`src/seek_pkg.sv`:
```
// constants, register map and state type for the seek and step logic
// assumes a 125 MHz core clock and a 32-bit AHB-Lite register port
package seek_pkg;
    localparam int CLK_NS       = 8;
    localparam int QUIET_NS     = 13000;
    localparam int QUIET_CYC    = (QUIET_NS + CLK_NS - 1) / CLK_NS;
    localparam int LEAD_NS      = 11000;
    localparam int LEAD_CYC     = LEAD_NS / CLK_NS;
    localparam int SETTLE_NS    = 5000000;
    localparam int SETTLE_CYC   = SETTLE_NS / CLK_NS;
    localparam int MOVE_NS      = 25000;
    localparam int MOVE_CYC     = MOVE_NS / CLK_NS;
    localparam int TMR_W        = 20;
    localparam int LAST_CYL     = 917;
    localparam int PEND_MAX     = 917;
    localparam logic [11:0] OFS_CTRL = 12'h000;
    localparam logic [11:0] OFS_STAT = 12'h004;
    localparam logic [11:0] OFS_POS  = 12'h008;
    localparam logic [11:0] OFS_PEND = 12'h00C;
    localparam logic [1:0]  CTRL_RST = 2'h0;
    localparam int STAT_READY   = 0;
    localparam int STAT_SETTLED = 1;
    localparam int STAT_CYL0    = 2;
    localparam int STAT_ERR     = 3;
    localparam int STAT_BUSY    = 4;
    localparam int STAT_UNLOCK  = 5;
    typedef enum {ST_LOCKED, ST_RECAL, ST_IDLE, ST_MOVE, ST_SETTLE}
        seek_state_t;
endpackage : seek_pkg

```
`src/seek_reg_if.sv`:
```
// carrier between the register slave and the seek core
// assumes both ends sit in the same clock domain
`timescale 1ns/1ps
interface seek_reg_if;
    logic [1:0]  unit;
    logic [31:0] stat;
    logic [31:0] pos;
    logic [31:0] pend;
    modport slave (output unit, input stat, input pos, input pend);
    modport core  (input unit, output stat, output pos, output pend);
endinterface : seek_reg_if

```
`src/cycle_timer.sv`:
```
// one-shot down counter: busy while running, done pulse at expiry
// assumes a synchronous start request; restart reloads the count
`timescale 1ns/1ps
module cycle_timer #(
    parameter int W     = 20,
    parameter int COUNT = 1
) (
    input  wire logic i_clk,
    input  wire logic i_rst_b,
    input  wire logic i_start,
    output logic      o_busy,
    output logic      o_done
);
    logic [W-1:0] cnt_reg;

    if (COUNT < 1 || COUNT >= 2 ** W)
    begin : g_bad
        $error("cycle_timer count out of range");
    end

    always_ff @(posedge i_clk or negedge i_rst_b)
    begin
        if (!i_rst_b)
            cnt_reg <= '0;
        else if (i_start)
            cnt_reg <= COUNT[W-1:0];
        else if (cnt_reg != '0)
            cnt_reg <= cnt_reg - 1'b1;
    end

    always_ff @(posedge i_clk or negedge i_rst_b)
    begin
        if (!i_rst_b)
            o_done <= 1'b0;
        else
            o_done <= (cnt_reg == 1) && !i_start;
    end

    assign o_busy = (cnt_reg != '0);
endmodule : cycle_timer

```
`src/seek_ahb_slave.sv`:
```
// AHB-Lite slave for the seek core registers, zero wait states
// assumes single word transfers; other sizes write nothing
`timescale 1ns/1ps
module seek_ahb_slave (
    input  wire logic        i_clk,
    input  wire logic        i_rst_b,
    input  wire logic        i_hsel,
    input  wire logic [31:0] i_haddr,
    input  wire logic [1:0]  i_htrans,
    input  wire logic        i_hwrite,
    input  wire logic [2:0]  i_hsize,
    input  wire logic [31:0] i_hwdata,
    input  wire logic        i_hready,
    output logic      [31:0] o_hrdata,
    output logic             o_hreadyout,
    output logic             o_hresp,
    seek_reg_if.slave        regs
);
    logic        wr_reg;
    logic [11:0] wa_reg;
    logic        take;

    assign take = i_hsel && i_hready && i_htrans[1];

    always_ff @(posedge i_clk or negedge i_rst_b)
    begin
        if (!i_rst_b)
        begin
            wr_reg <= 1'b0;
            wa_reg <= 12'h000;
        end
        else
        begin
            wr_reg <= take && i_hwrite && (i_hsize == 3'h2);
            wa_reg <= i_haddr[11:0];
        end
    end

    always_ff @(posedge i_clk or negedge i_rst_b)
    begin
        if (!i_rst_b)
            regs.unit <= seek_pkg::CTRL_RST;
        else if (wr_reg && wa_reg == seek_pkg::OFS_CTRL)
            regs.unit <= i_hwdata[1:0];
    end

    always_ff @(posedge i_clk or negedge i_rst_b)
    begin
        if (!i_rst_b)
            o_hrdata <= 32'h0;
        else if (take && !i_hwrite)
            unique case (i_haddr[11:0])
                seek_pkg::OFS_CTRL: o_hrdata <= {30'h0, regs.unit};
                seek_pkg::OFS_STAT: o_hrdata <= regs.stat;
                seek_pkg::OFS_POS:  o_hrdata <= regs.pos;
                seek_pkg::OFS_PEND: o_hrdata <= regs.pend;
                default:            o_hrdata <= 32'h0;
            endcase
    end

    assign o_hreadyout = 1'b1;
    assign o_hresp     = 1'b0;
endmodule : seek_ahb_slave

```
`src/seek_step_drive_interface.sv`:
```
// seek and step control core of the drive: power-up recalibration,
// unit gating, buffered step capture, head stepping and status lines
// assumes host lines are synchronous to i_clk and active low
//
// Added by the designer: the placing of the registers and the AHB-Lite register port.
`timescale 1ns/1ps
module seek_step_drive_interface #(
    parameter int SETTLE_CYC = seek_pkg::SETTLE_CYC,
    parameter int MOVE_CYC   = seek_pkg::MOVE_CYC
) (
    input  wire logic        i_clk,
    input  wire logic        i_rst_b,
    input  wire logic        i_hsel,
    input  wire logic [31:0] i_haddr,
    input  wire logic [1:0]  i_htrans,
    input  wire logic        i_hwrite,
    input  wire logic [2:0]  i_hsize,
    input  wire logic [31:0] i_hwdata,
    input  wire logic        i_hready,
    output logic      [31:0] o_hrdata,
    output logic             o_hreadyout,
    output logic             o_hresp,
    input  wire logic [3:0]  i_unit_sel_n,
    input  wire logic        i_rec_en_n,
    input  wire logic [3:0]  i_head_addr_n,
    input  wire logic        i_heading_n,
    input  wire logic        i_pulse_n,
    output logic      [3:0]  o_stat_n,
    output logic      [3:0]  o_stat_oe,
    input  wire logic        i_spindle_locked,
    input  wire logic        i_at_outer,
    input  wire logic        i_fault_cond,
    output logic             o_lock_release,
    output logic             o_move_step,
    output logic             o_move_out,
    output logic      [3:0]  o_head_sel,
    output logic             o_write_en
);
    seek_pkg::seek_state_t state_reg, state_next;
    seek_reg_if            regs ();

    logic               pulse_prev_reg;
    logic               ready_reg;
    logic               settled_reg;
    logic               err_reg;
    logic [9:0]         cyl_reg;
    logic [9:0]         target_reg;
    logic signed [10:0] pend_reg, pend_next;
    logic               sel, ok, fall, rise, seek_start;
    logic               quiet_busy, lead_done, move_done, settle_done;
    logic               move_start, settle_start, step_now;
    logic signed [11:0] sum;
    logic [9:0]         target_next;

    if (SETTLE_CYC < 1 || MOVE_CYC < 1)
    begin : g_bad
        $error("timing counts must be at least one cycle");
    end

    seek_ahb_slave u_ahb (
        .i_clk       (i_clk),
        .i_rst_b     (i_rst_b),
        .i_hsel      (i_hsel),
        .i_haddr     (i_haddr),
        .i_htrans    (i_htrans),
        .i_hwrite    (i_hwrite),
        .i_hsize     (i_hsize),
        .i_hwdata    (i_hwdata),
        .i_hready    (i_hready),
        .o_hrdata    (o_hrdata),
        .o_hreadyout (o_hreadyout),
        .o_hresp     (o_hresp),
        .regs        (regs.slave)
    );

    // unit number from the control register picks our select line
    assign sel  = !i_unit_sel_n[regs.unit];
    assign ok   = sel && ready_reg && !err_reg;
    assign fall = pulse_prev_reg && !i_pulse_n;
    assign rise = !pulse_prev_reg && i_pulse_n;

    assign seek_start = (state_reg == seek_pkg::ST_IDLE)
                        && (pend_reg != 0) && !quiet_busy;

    always_ff @(posedge i_clk or negedge i_rst_b)
    begin
        if (!i_rst_b)
            pulse_prev_reg <= 1'b1;
        else
            pulse_prev_reg <= i_pulse_n;
    end

    // restarts on every trailing edge taken while ok; expiry closes the buffered batch
    cycle_timer #(.W(seek_pkg::TMR_W), .COUNT(seek_pkg::QUIET_CYC))
    u_quiet (
        .i_clk   (i_clk),
        .i_rst_b (i_rst_b),
        .i_start (rise && ok),
        .o_busy  (quiet_busy),
        .o_done  ()
    );

    cycle_timer #(.W(seek_pkg::TMR_W), .COUNT(seek_pkg::LEAD_CYC))
    u_lead (
        .i_clk   (i_clk),
        .i_rst_b (i_rst_b),
        .i_start (fall && ok),
        .o_busy  (),
        .o_done  (lead_done)
    );

    cycle_timer #(.W(seek_pkg::TMR_W), .COUNT(MOVE_CYC))
    u_move (
        .i_clk   (i_clk),
        .i_rst_b (i_rst_b),
        .i_start (move_start),
        .o_busy  (),
        .o_done  (move_done)
    );

    cycle_timer #(.W(seek_pkg::TMR_W), .COUNT(SETTLE_CYC))
    u_settle (
        .i_clk   (i_clk),
        .i_rst_b (i_rst_b),
        .i_start (settle_start),
        .o_busy  (),
        .o_done  (settle_done)
    );

    // pulse buffer: heading low steps inward (+1), high outward (-1)
    always_comb
    begin
        pend_next = seek_start ? 11'sd0 : pend_reg;
        if (rise && ok)
        begin
            if (!i_heading_n && pend_next < seek_pkg::PEND_MAX)
                pend_next = pend_next + 11'sd1;
            else if (i_heading_n && pend_next > -seek_pkg::PEND_MAX)
                pend_next = pend_next - 11'sd1;
        end
    end

    always_ff @(posedge i_clk or negedge i_rst_b)
    begin
        if (!i_rst_b)
            pend_reg <= 11'sd0;
        else
            pend_reg <= pend_next;
    end

    // destination clamped to the cylinder range
    always_comb
    begin
        sum = $signed({2'b00, cyl_reg}) + 12'(pend_reg);
        if (sum < 0)
            target_next = 10'h000;
        else if (sum > seek_pkg::LAST_CYL)
            target_next = 10'(seek_pkg::LAST_CYL);
        else
            target_next = sum[9:0];
    end

    always_ff @(posedge i_clk or negedge i_rst_b)
    begin
        if (!i_rst_b)
            target_reg <= 10'h000;
        else if (seek_start)
            target_reg <= target_next;
    end

    always_comb
    begin
        state_next = state_reg;
        unique case (state_reg)
            seek_pkg::ST_LOCKED:
                if (i_spindle_locked)
                    state_next = seek_pkg::ST_RECAL;
            seek_pkg::ST_RECAL:
                if (move_done && i_at_outer)
                    state_next = seek_pkg::ST_SETTLE;
            seek_pkg::ST_IDLE:
                if (seek_start)
                    state_next = (target_next == cyl_reg)
                                 ? seek_pkg::ST_SETTLE
                                 : seek_pkg::ST_MOVE;
            seek_pkg::ST_MOVE:
                if (cyl_reg == target_reg)
                    state_next = seek_pkg::ST_SETTLE;
            seek_pkg::ST_SETTLE:
                if (settle_done)
                    state_next = seek_pkg::ST_IDLE;
        endcase
    end

    always_ff @(posedge i_clk or negedge i_rst_b)
    begin
        if (!i_rst_b)
            state_reg <= seek_pkg::ST_LOCKED;
        else
            state_reg <= state_next;
    end

    assign move_start = (state_next == seek_pkg::ST_RECAL
                         || state_next == seek_pkg::ST_MOVE)
                        && (state_next != state_reg || move_done);
    assign settle_start = (state_next == seek_pkg::ST_SETTLE)
                          && (state_reg != seek_pkg::ST_SETTLE);
    assign step_now = move_done && !err_reg
        && ((state_reg == seek_pkg::ST_RECAL && !i_at_outer)
            || (state_reg == seek_pkg::ST_MOVE && cyl_reg != target_reg));

    always_ff @(posedge i_clk or negedge i_rst_b)
    begin
        if (!i_rst_b)
            cyl_reg <= 10'h000;
        else if (state_reg == seek_pkg::ST_RECAL && move_done && i_at_outer)
            cyl_reg <= 10'h000;
        else if (step_now && state_reg == seek_pkg::ST_MOVE)
            cyl_reg <= (target_reg > cyl_reg) ? cyl_reg + 10'h001
                                               : cyl_reg - 10'h001;
    end

    always_ff @(posedge i_clk or negedge i_rst_b)
    begin
        if (!i_rst_b)
        begin
            o_move_step <= 1'b0;
            o_move_out  <= 1'b0;
        end
        else
        begin
            o_move_step <= step_now;
            if (step_now)
                o_move_out <= (state_reg == seek_pkg::ST_RECAL)
                              || (target_reg < cyl_reg);
        end
    end

    always_ff @(posedge i_clk or negedge i_rst_b)
    begin
        if (!i_rst_b)
            o_lock_release <= 1'b0;
        else if (state_reg == seek_pkg::ST_LOCKED && i_spindle_locked)
            o_lock_release <= 1'b1;
    end

    // ready and settled rise on the same edge at the end of recal
    always_ff @(posedge i_clk or negedge i_rst_b)
    begin
        if (!i_rst_b)
            ready_reg <= 1'b0;
        else if (settle_done)
            ready_reg <= 1'b1;
    end

    always_ff @(posedge i_clk or negedge i_rst_b)
    begin
        if (!i_rst_b)
            settled_reg <= 1'b0;
        else if (lead_done)
            settled_reg <= 1'b0;
        else if (settle_done && pend_reg == 0)
            settled_reg <= 1'b1;
    end

    always_ff @(posedge i_clk or negedge i_rst_b)
    begin
        if (!i_rst_b)
            err_reg <= 1'b0;
        else
            err_reg <= i_fault_cond;
    end

    always_ff @(posedge i_clk or negedge i_rst_b)
    begin
        if (!i_rst_b)
        begin
            o_head_sel <= 4'h0;
            o_write_en <= 1'b0;
        end
        else
        begin
            if (sel)
                o_head_sel <= ~i_head_addr_n;
            o_write_en <= ok && !i_rec_en_n;
        end
    end

    // open-drain status: line pulled low only by the selected unit
    always_ff @(posedge i_clk or negedge i_rst_b)
    begin
        if (!i_rst_b)
            o_stat_oe <= 4'h0;
        else
            o_stat_oe <= sel ? {err_reg, ready_reg && cyl_reg == 0,
                                settled_reg, ready_reg}
                             : 4'h0;
    end

    assign o_stat_n = 4'h0;

    assign regs.stat = {26'h0, o_lock_release,
                        state_reg != seek_pkg::ST_IDLE, err_reg,
                        ready_reg && cyl_reg == 0, settled_reg, ready_reg};
    assign regs.pos  = {22'h0, cyl_reg};
    assign regs.pend = 32'(pend_reg);
endmodule : seek_step_drive_interface

```
`config.mk`:
```
export PLATFORM = sky130hd
export DESIGN_NAME = seek_step_drive_interface
export DESIGN_NICKNAME = d
export VERILOG_FILES = /design/src/seek_pkg.sv /design/src/seek_reg_if.sv /design/src/cycle_timer.sv /design/src/seek_ahb_slave.sv /design/src/seek_step_drive_interface.sv
export SDC_FILE = /design/constraint.sdc
export NUM_CORES = 1
export LEC_CHECK = 0
export ABC_AREA = 1
export BUFFER_PORTS_ARGS = -buffer_cell sky130_fd_sc_hd__buf_2
export CORE_ASPECT_RATIO = 1.25
export CORE_MARGIN = 8
export CORE_UTILIZATION = 41
export CTS_CLUSTER_SIZE = 12
export DETAILED_ROUTE_END_ITERATION = 8
export GPL_TIMING_DRIVEN = 0
export PLACE_DENSITY_LB_ADDON = 0.25
export SLEW_MARGIN = 5
export SYNTH_ARGS = -nofsm -noshare
export SYNTH_HDL_FRONTEND = slang
export SYNTH_SLANG_ARGS = --single-unit
```
`constraint.sdc`:
```
create_clock -name i_clk -period 3.8 [get_ports i_clk]
set_input_delay 0.19 -clock i_clk [delete_from_list [all_inputs] [get_ports i_clk]]
set_output_delay 0.19 -clock i_clk [all_outputs]
set_load 0.01 [all_outputs]
```
After elaboration in Yosys (flattened, before gate mapping)
Cells that the tools add are included.
- word-level logic and storage cells: 161
- input port bits: 88
- flip-flop bits (word level): 209
- output and inout bits: 50
- bitwise gates (word level): 1
- eq/ne operators: 23
- multiplexer cells: 30
- $lt $le $gt $ge: 7
- add/subtract/negate cells: 9
- reduce and logical (&&, ||, !) cells: 66
- operator list (cell ; count):
    $mux 20 ; 8
    $mux 32 ; 5
    $pmux 32 s5 ; 1
    $eq 32x2->1 const B ; 4
    $eq 32x3->1 const B ; 4
    $pmux 32 s4 ; 1
    $logic_not 32->1 ; 3
    $reduce_bool 20->1 ; 4
    $sub 20x1->20 const B ; 4
    $eq 20x1->1 const B ; 3
    $mux 10 ; 5
    $mux 11 ; 4
    $logic_and 1x1->1 ; 33
    $eq 32x1->1 const B ; 1
    $eq 32x4->1 const B ; 1
    $ne 32x3->1 const B ; 1
    $ne 32x32->1 ; 1
    $ne 32x4->1 const B ; 1
    $reduce_bool 32->1 ; 1
    $eq 12x4->1 const B ; 2
    $logic_not 12->1 ; 2
    $eq 10x10->1 ; 2
    $add 11x11->12 ; 1
    $eq 12x3->1 const B ; 1
    other kinds (22) ; 43

Depth between registers and ports, before layout
Gate-level depths: netlist (run 1).
- word-level depth: 13
- mapped depth: 27
- mapped depth without buffers: 25

Hierarchy
Synthesis (run 1) repeated with hierarchy kept, for this count alone.
- cell total of the unflattened synthesis: 1890
- area, all modules: 13614.3 um^2
- by module, submodules not included (module ; cells an instance ; area an instance (um^2) ; sequential area each (um^2) ; instances):
    seek_step_drive_interface ; 811 ; 5597.9 ; 1978.1 ; 1
    seek_ahb_slave ; 344 ; 2547.4 ; 1176.1 ; 1
    cycle_timer at u_quiet ; 186 ; 1390.1 ; 525.5 ; 1
    cycle_timer at u_move ; 183 ; 1385.1 ; 525.5 ; 1
    cycle_timer at u_lead ; 183 ; 1363.8 ; 525.5 ; 1
    cycle_timer at u_settle ; 183 ; 1330.0 ; 525.5 ; 1

Worst setup path before layout (run 1)
No wires, ideal clock.
- kind: register to register
- start point: reg cyl_reg[9]
- end point: reg cyl_reg[9]
- arrival time: 3108 ps
- slack: 559 ps
- required time: 3667 ps
- clock period less this slack: 3241 ps
- setup time: 133 ps
- stages on the path, launching flop included: 24
- path buffers: 0
- cells stage by stage: dfrtp_1 > inv_1 > ha_1 > nand2_1 > nor2_1 > nand4_1 > o211ai_1 > nand2_1 > ha_1 > a21oi_1 > nor2_1 > nor2_1 > nor2_1 > nor2_1 > nor2_1 > nor2_1 > inv_1 > a21oi_1 > o21ai_0 > nand2_1 > nand2_1 > a21oi_1 > xor2_1 > o22ai_1
- longest elaborated chain between the ends: 6
- elaborated cells between the ends (all ways): 12
- classes of those cells: add/sub (2); order compare (1); eq/ne (1); mux (3); reduce/logical (5)
- ends and longest elaborated chain (item ; line ; source):
    start, declared ; seek_step_drive_interface.sv:46 ; logic [9:0] cyl_reg;
    start signal, assigned ; seek_step_drive_interface.sv:219 ; cyl_reg <= (target_reg > cyl_reg) ? cyl_reg + 10'h001
    parallel branches: the longest is 6 deep, another holds $sub 10x1->10 ; n/a ;
Parallel ways; which one is timed is not known. The select of a mux whose other input is x is not followed.
A chain may end at the register's enable or synchronous reset.

Worst setup path after layout (run 1)
- start point: reg cyl_reg[4]
- end point: reg cyl_reg[9]
The elaborated chain is that of the path after synthesis.

==> results of run 1 <==
## logic make-up after synthesis
family	after synthesis	share of synthesized area, %
xor gates and xnor gates	46	3.56
DFF	188	41.6
AOI/OAI and AO/OA	168	9.11
adders and majority gates	39	4.45
and+or+nand+nor	761	30.0
other	2	0.0664
buffers and inverters	294	11.0
muxes	2	0.199
## power breakdown
part	switching, mW	leakage [nW]	internal [mW]
Sequential	0.281	2.40	2.26
Clock	0.865	0.275	0.929
Combinational	1.88	4.31	1.11
## tightest hold or removal path, stage by stage
cell     delay [ns]
buf_2          0.09
nor2_1         0.07
nand3_1        0.08
o21ai_0        0.06
## per-layer routing
metal | track usage, % | vias up | share of wire [%]
li1 | - | 5099 | -
met1 | 20.2 | 4590 | 42
met2 | 30.2 | 181 | 50
met3 | 2.82 | 43 | 4.3
met4 | 7.38 | 0 | 3.1
met5 | 0 | - | 0
## what timing repair did
action	in CTS	in global routing
hold endpoints to repair	114	0
gates resized for setup	5	28
hold buffers	25	0
pin swaps	2	8
setup endpoints to repair	3	51
buffers inserted	3	18
## cell type report
class / count / area, µm²
fill: 2693 / 14100
multi-input combinational: 1022 / 5470
sequential: 188 / 4720
inverter: 244 / 923
timing repair buffer: 127 / 850
tap: 350 / 438
clock buffer: 17 / 425
buffer: 50 / 329
clock inverter: 14 / 150
## stage by stage
stage	instances	power [mW]	setup WS, ns	TNS [ns]
final	2012	7.32	0.161	0
after global routing	2012	7.87	-0.143	-0.166
after CTS	1994	7.21	0.0738	0
after detailed placement	1935	5.34	-0.317	-0.423
after global placement	1934	5.29	-0.634	-114.47
after floorplan	1504	4.64	0.559	0
## Yosys cell counts, types with 5 or more instances
cell type / n / area [µm²]
nor4_1: 18 / 113
nand4_1: 43 / 269
o22ai_1: 10 / 62.6
clkbuf_1: 11 / 41.3
nand3_1: 99 / 495
a21oi_1: 31 / 155
a22o_1: 7 / 61.3
nand2_2: 13 / 81.3
ha_1: 37 / 463
inv_1: 233 / 875
xnor2_1: 9 / 78.8
nor2_1: 178 / 668
xor2_1: 37 / 324
nand2_1: 330 / 1240
o21ai_1: 9 / 45.0
or2_2: 6 / 37.5
a21oi_2: 12 / 105
o211ai_1: 10 / 75.1
nand3_2: 6 / 60.1
inv_2: 8 / 30.0
buf_2: 5 / 25.0
nand3b_1: 5 / 37.5
buf_4: 28 / 210
dfrtp_1: 187 / 4680
nor3_1: 40 / 200
o21ai_0: 67 / 335
## worst min path at each step
stage               from                             end  slack [ns]  depth (start not counted)
5_1_grt         i_hwrite  u_ahb.o_hrdata[30]$_DFFE_PN0P_        0.11                          4
4_1_cts         i_hwrite  u_ahb.o_hrdata[30]$_DFFE_PN0P_        0.08                          4
6_report        i_hwrite  u_ahb.o_hrdata[30]$_DFFE_PN0P_        0.09                          4
2_1_floorplan    i_rst_b          cyl_reg[0]$_DFFE_PN0P_       -0.11                          0
3_5_place_dp     i_rst_b         state_reg[24]$_DFF_PN0_        0.25                          1
3_3_place_gp   i_pulse_n        pulse_prev_reg$_DFF_PN1_        0.31                          1
==> impl_metrics.toml, run 1 <==
[drt]
vias = 9913
drt-wirelength-per-cell_um = 14.0
drtIter0Drc = 563
via_per_inst = 4.93
drc_errors = 0
routed_wirelength_mm = 28.1
drtAntennaViolNets = 0
first_pass_iters = 5

[clock_tree]
cts_tree = "done"
cts_buffer_depth = 2
cts_sinks = 188
cts_buffers = 17
clk_pin_slew_ns = 0.08
clk_latency_ns = 0.44
cts_root_buf = "clkbuf_16"
htree_levels = 4

[yosys]
syn_inst = 1500
avgSynthCellArea_um2 = 7.54
async_reset_ff_share_pct = 100
synth-seq-cells = 188
syn_area_um2 = 11300
synth-seq-area-share_pct = 41.6
synth_warnings = 0
synth-edff-count = 0
synth.distinct_cells = 61
synth-main-ff-cell = "dfrtp_1"

[setup_path]
cp_max_fo = 5
r2r_start = "cyl_reg[4]$_DFFE_PN0P_"
critical_path_class = "flop to flop"
worstPathRequired_ns = 4.11
path_cells = "inv_1, ha_1, nand2_1, inv_1, nand4_1, o211ai_1, nand2_2, ha_4, a21oi_2, nor2_2, nor2_1, nor2_1, nor2_1, nor2_1, nor2_1, inv_1, a21oi_2, o21ai_2, nand2_1, nand2_1, a21oi_2, xor2_1, o22ai_1"
cp_top_family = "simple AND/OR/NAND/NOR gates"
path_buf_inv = 3
arrival_ns = 3.95
startpoint = "cyl_reg[4]$_DFFE_PN0P_"
reg2reg_depth = 23
end_kind = "flop"
cp_num_cells = 23
r2r_slack_ns = 0.16
crit_top_cell = "nor2_1"
crit_end = "cyl_reg[9]$_DFFE_PN0P_"
crit_path_top_delay_cell = "dfrtp_2"
cp-start-kind = "flop"
r2r_end = "cyl_reg[9]$_DFFE_PN0P_"
cp_slowest_stage_delay_ns = 0.45

[finish]
layout_common_cells = "nand2_1, inv_1, dfrtp_1, nor2_1, nand3_1"
largest_register_ffs = 32
fin_area_um2 = 13300
drive_gt1_share_pct = 15.6
antenna_cells = 0
area_delta_synth_final_pct = 17.6
nets = 1777
utilization_pct = 48.6
final_common_cell = "nand2_1"

[floorplan]
io_pins = 138
core_um2 = 27400
die_area_um2 = 33200
fp.dieH_um = 202
initial_core_util_pct = 41.3
die-width_um = 165
num_rows = 68

[placement]
place_congestion = 0.913
portBuffers = 80
hpwl_mm = 21.3
place_area_um2 = 12200

[status]
status = "completed"

[timing]
clock.fmax_mhz = 275
fin_crit_sh_pct = 95.8
hold_viol = 0
setup_viol_count_final = 0
tightestPinTransition_ns = 0.892
holdWs_ns = 0.0946
min_period_ns = 3.64
rsz0062_at_grt = "yes"
max_slew_margin_pct = 40.1
slew_violations = 0
fin_skew_ns = 0.0148

[job]
cap_viol_max_count = 0

[grt]
grt_pass1_vias = 9776
antenna_found_initial = 0
grt_usage_pct = 17.2
grt_max_degree = 100
grt_pass1_wl_mm = 46.7
grt_overflow = 0

[power_and_ir_drop]
p_per_area_nw_per_um2 = 550
p_leak_nw = 6.99
ir_drop_v = 0.000388

[worst_hold_path]
hp-class = "input port to flop"
(Power assumes the default switching activity.)
==> run 2, diff against run 1 <==
--- a/config.mk
+++ b/config.mk
@@ -5,7 +5,6 @@
 export SDC_FILE = /design/constraint.sdc
 export NUM_CORES = 1
 export LEC_CHECK = 0
-export ABC_AREA = 1
 export BUFFER_PORTS_ARGS = -buffer_cell sky130_fd_sc_hd__buf_2
 export CORE_ASPECT_RATIO = 1.25
 export CORE_MARGIN = 8
==> run 2 against run 1 <==
  * The run now ends with negative setup slack left
  * Critical path depth fell by 6
  * Count of clock-buffer cells in the layout up 1
  * Clock skew down 0.0030 ns
  * Synthesized area fell by 5.4%
  * Sequential share of layout area grew 0.61 points
  * Largest power group is now registers
==> impl_metrics.toml, run 2 <==
[status]
status = "finished, violations left"
violations = "negative setup slack"

[setup_path]
r2r_start = "u_quiet.cnt_reg[5]$_DFFE_PN0P_"
reg2reg_depth = 17
cp_max_fo = 4
startpoint = "u_quiet.cnt_reg[5]$_DFFE_PN0P_"
end_kind = "flop"
r2r_end = "pend_reg[4]$_DFF_PN0_"
cp_slowest_stage_delay_ns = 0.54
arrival_ns = 4.15
worstPathRequired_ns = 4.10
critical_path_class = "flop to flop"
crit_path_top_delay_cell = "or4_4"
r2r_slack_ns = -0.05
path_cells = "or4_4, or3b_4, nor4_4, nand4_1, buf_6, clkbuf_16, nand2_8, inv_4, ha_4, and3b_1, o21ai_2, a21oi_2, buf_4, o311ai_4, or3_4, a21oi_2, o32ai_2"
crit_end = "pend_reg[4]$_DFF_PN0_"
cp-start-kind = "flop"
crit_top_cell = "a21oi_2"

[yosys]
async_reset_ff_share_pct = 100
synthTopCellsByCount = "dfrtp_1, nand2_1, nor2_1"
synth_xor_area_share_pct = 6.30
synth.distinct_cells = 92
synth_top_family_by_area = "simple AND/OR/NAND/NOR gates"
synth_most_common_cell = "dfrtp_1"
synth_warnings = 0
synth.top_cells.by_area = "dfrtp_1, ha_1, nand2_1"
synth-main-ff-cell = "dfrtp_1"
synth-compound-area-share_pct = 14.0
synth_mux_area_share_pct = 2.33
synth-seq-cells = 188
synth-edff-count = 0
syn_area_um2 = 10700
avgSynthCellArea_um2 = 9.41
synth-seq-area-share_pct = 44.0
synthAdderAreaFrac_pct = 4.70
yosys.area.top_type_share_pct = 43.7
synth_largest_area_cell = "dfrtp_1"
synth-simple-area-share_pct = 23.6
syn_inst = 1137

[timing]
slew_violations = 0
setup_viol_count_final = 2
max_slew_margin_pct = 26.1
final.setup.tns_ns = -0.0522
rsz0062_at_grt = "yes"
min_period_ns = 3.85
fin_crit_sh_pct = 101
fin_skew_ns = 0.0119
setup_ws_ns = -0.0494
clock.fmax_mhz = 260
hold_viol = 0
tightestPinTransition_ns = 1.09

[placement]
place_inst = 1561
portBuffers = 79
hpwl_mm = 19.6
pre_cts_slack_ns = -1.07
place_area_um2 = 11600
place_congestion = 0.929

[job]
cap_viol_max_count = 0

[grt]
antenna_found_initial = 3
grt_usage_pct = 17.5
grt_overflow = 0
grt_pass1_wl_mm = 45.3
grt_max_degree = 113
grt_pass1_vias = 8759

[drt]
routed_wirelength_mm = 27.8
drtIter0Drc = 549
vias = 8989
drt-wirelength-per-cell_um = 16.8
drc_errors = 0
drtAntennaViolNets = 0
first_pass_iters = 5
via_per_inst = 5.42

[floorplan]
die_area_um2 = 31600
core_um2 = 25800
initial_core_util_pct = 41.4
fp.dieH_um = 197
die-width_um = 160
io_pins = 138
num_rows = 66

[power_and_ir_drop]
p_comb_share_pct = 14.4
sw_frac_of_total_pct = 30.4
internal-power_mw = 3.28
clockPowerShare_pct = 39.1
p_per_area_nw_per_um2 = 360
ir_drop_v = 0.000347
pwr-share-seq_pct = 46.5
p_switching_mw = 1.43
p_leak_nw = 6.03

[finish]
antenna_cells = 0
largest_register_ffs = 32
fin_area_um2 = 13100
area_delta_synth_final_pct = 22.3
drive_gt1_share_pct = 21.8
fin_cells = 1658
final_common_cell = "dfrtp_1"
utilization_pct = 50.6
layout_common_cells = "dfrtp_1, nand2_1, nor2_1, buf_2, buf_4"
nets = 1432

[clock_tree]
cts_buffers = 17
clk_latency_ns = 0.44
cts_root_buf = "clkbuf_16"
cts_buffer_depth = 2
cts_sinks = 188
cts_tree = "done"
htree_levels = 4
clk_pin_slew_ns = 0.08

[worst_hold_path]
min_path_cells = 3
hp-class = "input port to flop"
-- run 2: cell count changes after synthesis, moves of 15 or more --
cell      before  now
a21oi_1       31   46
nand2b_1       0   16
nand4_1       43   18
nand3_1       99   20
clkbuf_1      11   29
nand2_1      330  121
nor2b_1        0   16
nor2_1       178   92
and3_1         3   20
or3_1          1   26
a31oi_1        1   18
xnor2_1        9   49
and2_1         3   23
inv_1        233   39
-- run 2: timing repair --
action                                  CTS  global route
endpoints found under the setup margin   61            60
hold endpoints to repair                 98             0
hold buffers                             23             0
gates resized for setup                  47            33
setup buffers                            26            16
pin swaps                                19            13
-- run 2: per-stage QoR --
step	power (mW)	hold slack [ns]
2_1_floorplan	2.66	-0.106
3_3_place_gp	2.86	0.300
3_5_place_dp	2.87	0.218
4_1_cts	4.75	0.00432
5_1_grt	4.94	0.0268
6_report	4.71	0.0177
-- run 2: worst min-delay path by stage --
stage	from	end	slack (ns)
6_report	i_hsize[0]	u_ahb.wr_reg$_DFF_PN0_	0.02
5_1_grt	i_hsize[0]	u_ahb.wr_reg$_DFF_PN0_	0.03
4_1_cts	i_hsize[0]	u_ahb.wr_reg$_DFF_PN0_	0.004
3_5_place_dp	i_rst_b	u_quiet.cnt_reg[7]$_DFFE_PN0P_	0.22
3_3_place_gp	i_fault_cond	err_reg$_DFF_PN0_	0.30
2_1_floorplan	i_rst_b	cyl_reg[0]$_DFFE_PN0P_	-0.11
-- run 2: power by group through the flow --
stage | logic (mW) | registers (mW) | clock network, mW
4_1_cts | 0.669 | 2.19 | 1.89
6_report | 0.677 | 2.19 | 1.84
3_3_place_gp | 0.630 | 2.23 | 0
3_5_place_dp | 0.644 | 2.23 | 0
5_1_grt | 0.769 | 2.21 | 1.97
2_1_floorplan | 0.451 | 2.21 | 0
-- run 2: cell families after synthesis --
kind of cell,Yosys count
xor+xnor,77
buf+inv,108
simple gates,477
flops,188
fa+ha+maj,39
mux,20
compound gates,226
other cells,2
-- run 2: final cells by class --
| class | instances | area (µm²) |
|---|---|---|
| fillers | 2388 | 12800 |
| multi-input cells | 845 | 5750 |
| flip-flops and latches | 188 | 4720 |
| repair buffers | 145 | 982 |
| clock buffers | 18 | 439 |
| plain buffers | 69 | 437 |
| well taps | 340 | 425 |
| clock inverters | 14 | 184 |
| inverters | 39 | 149 |
-- run 2: critical path: cells and delay by family, from the launching register on --
kind | cells | cell delay [ns]
adders and majority gates | 1 | 0.14
DFF | 1 | 0.39
AOI/OAI and AO/OA | 5 | 0.64
and+or+nand+nor | 7 | 2.04
buffers and inverters | 4 | 0.49
-- run 2: routing by layer --
| metal | part of all wire (%) | track usage (%) |
|---|---|---|
| met3 | 5.6 | 4.42 |
| met2 | 47 | 28.9 |
| met4 | 2.5 | 6.00 |
| met5 | 0.10 | 0 |
| met1 | 44 | 21.9 |
==> run 3, diff against run 2 <==
--- a/config.mk
+++ b/config.mk
@@ -6,6 +6,8 @@
 export NUM_CORES = 1
 export LEC_CHECK = 0
 export BUFFER_PORTS_ARGS = -buffer_cell sky130_fd_sc_hd__buf_2
+export CELL_PAD_IN_SITES_DETAIL_PLACEMENT = 1
+export CELL_PAD_IN_SITES_GLOBAL_PLACEMENT = 1
 export CORE_ASPECT_RATIO = 1.25
 export CORE_MARGIN = 8
 export CORE_UTILIZATION = 41
@@ -13,6 +15,7 @@
 export DETAILED_ROUTE_END_ITERATION = 8
 export GPL_TIMING_DRIVEN = 0
 export PLACE_DENSITY_LB_ADDON = 0.25
+export SETUP_SLACK_MARGIN = 0.05
 export SLEW_MARGIN = 5
 export SYNTH_ARGS = -nofsm -noshare
 export SYNTH_HDL_FRONTEND = slang
==> run 3 against run 2 <==
  * Critical path depth increased by 1
  * Critical endpoint unchanged
  * Fmax is 2.8% lower
  * Design area increased by 0.69%
  * Largest power group unchanged
  * Hold slack better by 0.14 ns
  * Worst setup slack worse by 0.11 ns
  * Global-route usage grew 3.3 points
  * Critical path type unchanged
  * The flow still finishes with violations (negative setup slack)
  * Sequential cell count stayed put
  * Largest cell class unchanged
==> impl_metrics.toml, run 3 (synthesis results as in run 2) <==
[drt]
via_per_inst = 5.57
drc_errors = 0
drtAntennaViolNets = 0
drtIter0Drc = 474
drt-wirelength-per-cell_um = 19.7
first_pass_iters = 5
routed_wirelength_mm = 32.9
vias = 9308

[floorplan]
initial_core_util_pct = 41.4
die_area_um2 = 31600
io_pins = 138
num_rows = 66
die-width_um = 160
fp.dieH_um = 197
core_um2 = 25800

[power_and_ir_drop]
p_leak_nw = 6.13
power_mw = 4.79
p_per_area_nw_per_um2 = 364
ir_drop_v = 0.000308

[timing]
slew_violations = 0
fin_skew_ns = 0.00852
tightestPinTransition_ns = 1.04
fin_crit_sh_pct = 104
min_period_ns = 3.96
setup_ws_ns = -0.159
rsz0062_at_grt = "yes"
final.setup.tns_ns = -0.427
max_slew_margin_pct = 30.4
clock.fmax_mhz = 253
setup_viol_count_final = 5
holdWs_ns = 0.155
hold_viol = 0

[finish]
largest_register_ffs = 32
drive_gt1_share_pct = 22.9
layout_common_cells = "dfrtp_1, nand2_1, nor2_1, buf_2, buf_4"
nets = 1445
utilization_pct = 51.0
fillCellCount = 2984
fin_area_um2 = 13200
antenna_cells = 0
final_common_cell = "dfrtp_1"
area_delta_synth_final_pct = 23.1

[status]
violations = "negative setup slack"
status = "finished, violations left"

[grt]
grt_overflow = 0
grt_usage_pct = 20.7
grt_pass1_vias = 10212
grt_pass1_wl_mm = 53.3
grt_max_degree = 102
antenna_found_initial = 1

[setup_path]
arrival_ns = 4.25
critical_path_class = "flop to flop"
path_cells = "clkbuf_1, nor4_2, nand4_1, nand4_1, buf_6, clkbuf_16, nand2_4, inv_4, ha_4, and3b_1, o21ai_2, a21oi_2, buf_4, o311ai_2, or3_4, o21ai_0, a21oi_1, o32ai_1"
worstPathRequired_ns = 4.09
crit_top_cell = "nand4_1"
cp_max_fo = 10
cp_slowest_stage_delay_ns = 0.49
crit_path_top_delay_cell = "nor4_2"
end_kind = "flop"
cp-start-kind = "flop"

[placement]
place_congestion = 0.885
place_area_um2 = 11600
portBuffers = 79
hpwl_mm = 22.3

[worst_hold_path]
hp-class = "input port to flop"

[clock_tree]
clk_pin_slew_ns = 0.07
htree_levels = 4
cts_buffers = 17
cts_root_buf = "clkbuf_16"
cts_tree = "done"
clk_latency_ns = 0.44
cts_sinks = 188
cts_buffer_depth = 2

[job]
cap_viol_max_count = 0
[run 3: metal layers]
layer | global-route usage, % | vias up | routed length (µm)
li1 | - | 4384 | -
met1 | 23.6 | 4654 | 13400
met2 | 37.1 | 203 | 17100
met3 | 3.99 | 65 | 1380
met4 | 9.33 | 2 | 978
met5 | 0 | - | 13
[run 3: what timing repair did]
action / 4_1_cts / 5_1_grt
pin swaps: 20 / 18
hold buffers: 25 / 0
endpoints found under the hold margin: 109 / 0
gates resized for setup: 45 / 43
buffers inserted: 28 / 24
endpoints found under the setup margin: 62 / 59
[run 3: report_power, final]
part           switching (mW)  total [mW]  internal [mW]
Combinational           0.429       0.698          0.269
Clock                   0.850        1.90           1.05
Sequential             0.0982        2.19           2.10
Total                    1.38        4.79           3.42
[run 3: critical path: cells and delay by family, from the launching register on]
family                     cells  cell delay, ns
adders and majority gates      1            0.12
AOI/OAI and AO/OA              6            1.03
buffers and inverters          5            0.75
DFF                            1            0.38
and+or+nand+nor                6            1.51
[run 3: area by class of cell]
cell class / count / area (µm²) / share of cell area (%)
Tap cell: 340 / 425 / 3.23
Clock buffer: 17 / 425 / 3.23
Timing Repair Buffer: 158 / 1080 / 8.19
Multi-Input combinational cell: 845 / 5740 / 43.6
Inverter: 39 / 149 / 1.13
Clock inverter: 14 / 183 / 1.39
Buffer: 69 / 444 / 3.37
Sequential cell: 188 / 4720 / 35.9
[run 3: worst paths after layout]
path | startpoint | cells after the start | to | slack [ns]
min in group asynchronous | i_rst_b | 2 | pend_reg[9]$_DFF_PN0_ | 0.31
worst max register to register | pend_reg[2]$_DFF_PN0_ | 18 | pend_reg[4]$_DFF_PN0_ | -0.16
worst min-delay path | i_spindle_locked | 2 | o_lock_release$_DFFE_PN0P_ | 0.16
worst min register to register | u_lead.o_done$_DFF_PN0_ | 1 | settled_reg$_DFFE_PN0P_ | 0.40
worst max-delay path | pend_reg[2]$_DFF_PN0_ | 18 | pend_reg[4]$_DFF_PN0_ | -0.16
max in group asynchronous | i_rst_b | 3 | u_move.cnt_reg[1]$_DFFE_PN0P_ | 2.53
[run 3: stage by stage]
step           worst slack, ns  std cells
2_1_floorplan          0.00394       1141
3_3_place_gp             -1.09       1560
4_1_cts                 -0.153       1645
5_1_grt                 -0.344       1670
6_report                -0.159       1670
3_5_place_dp             -1.12       1561
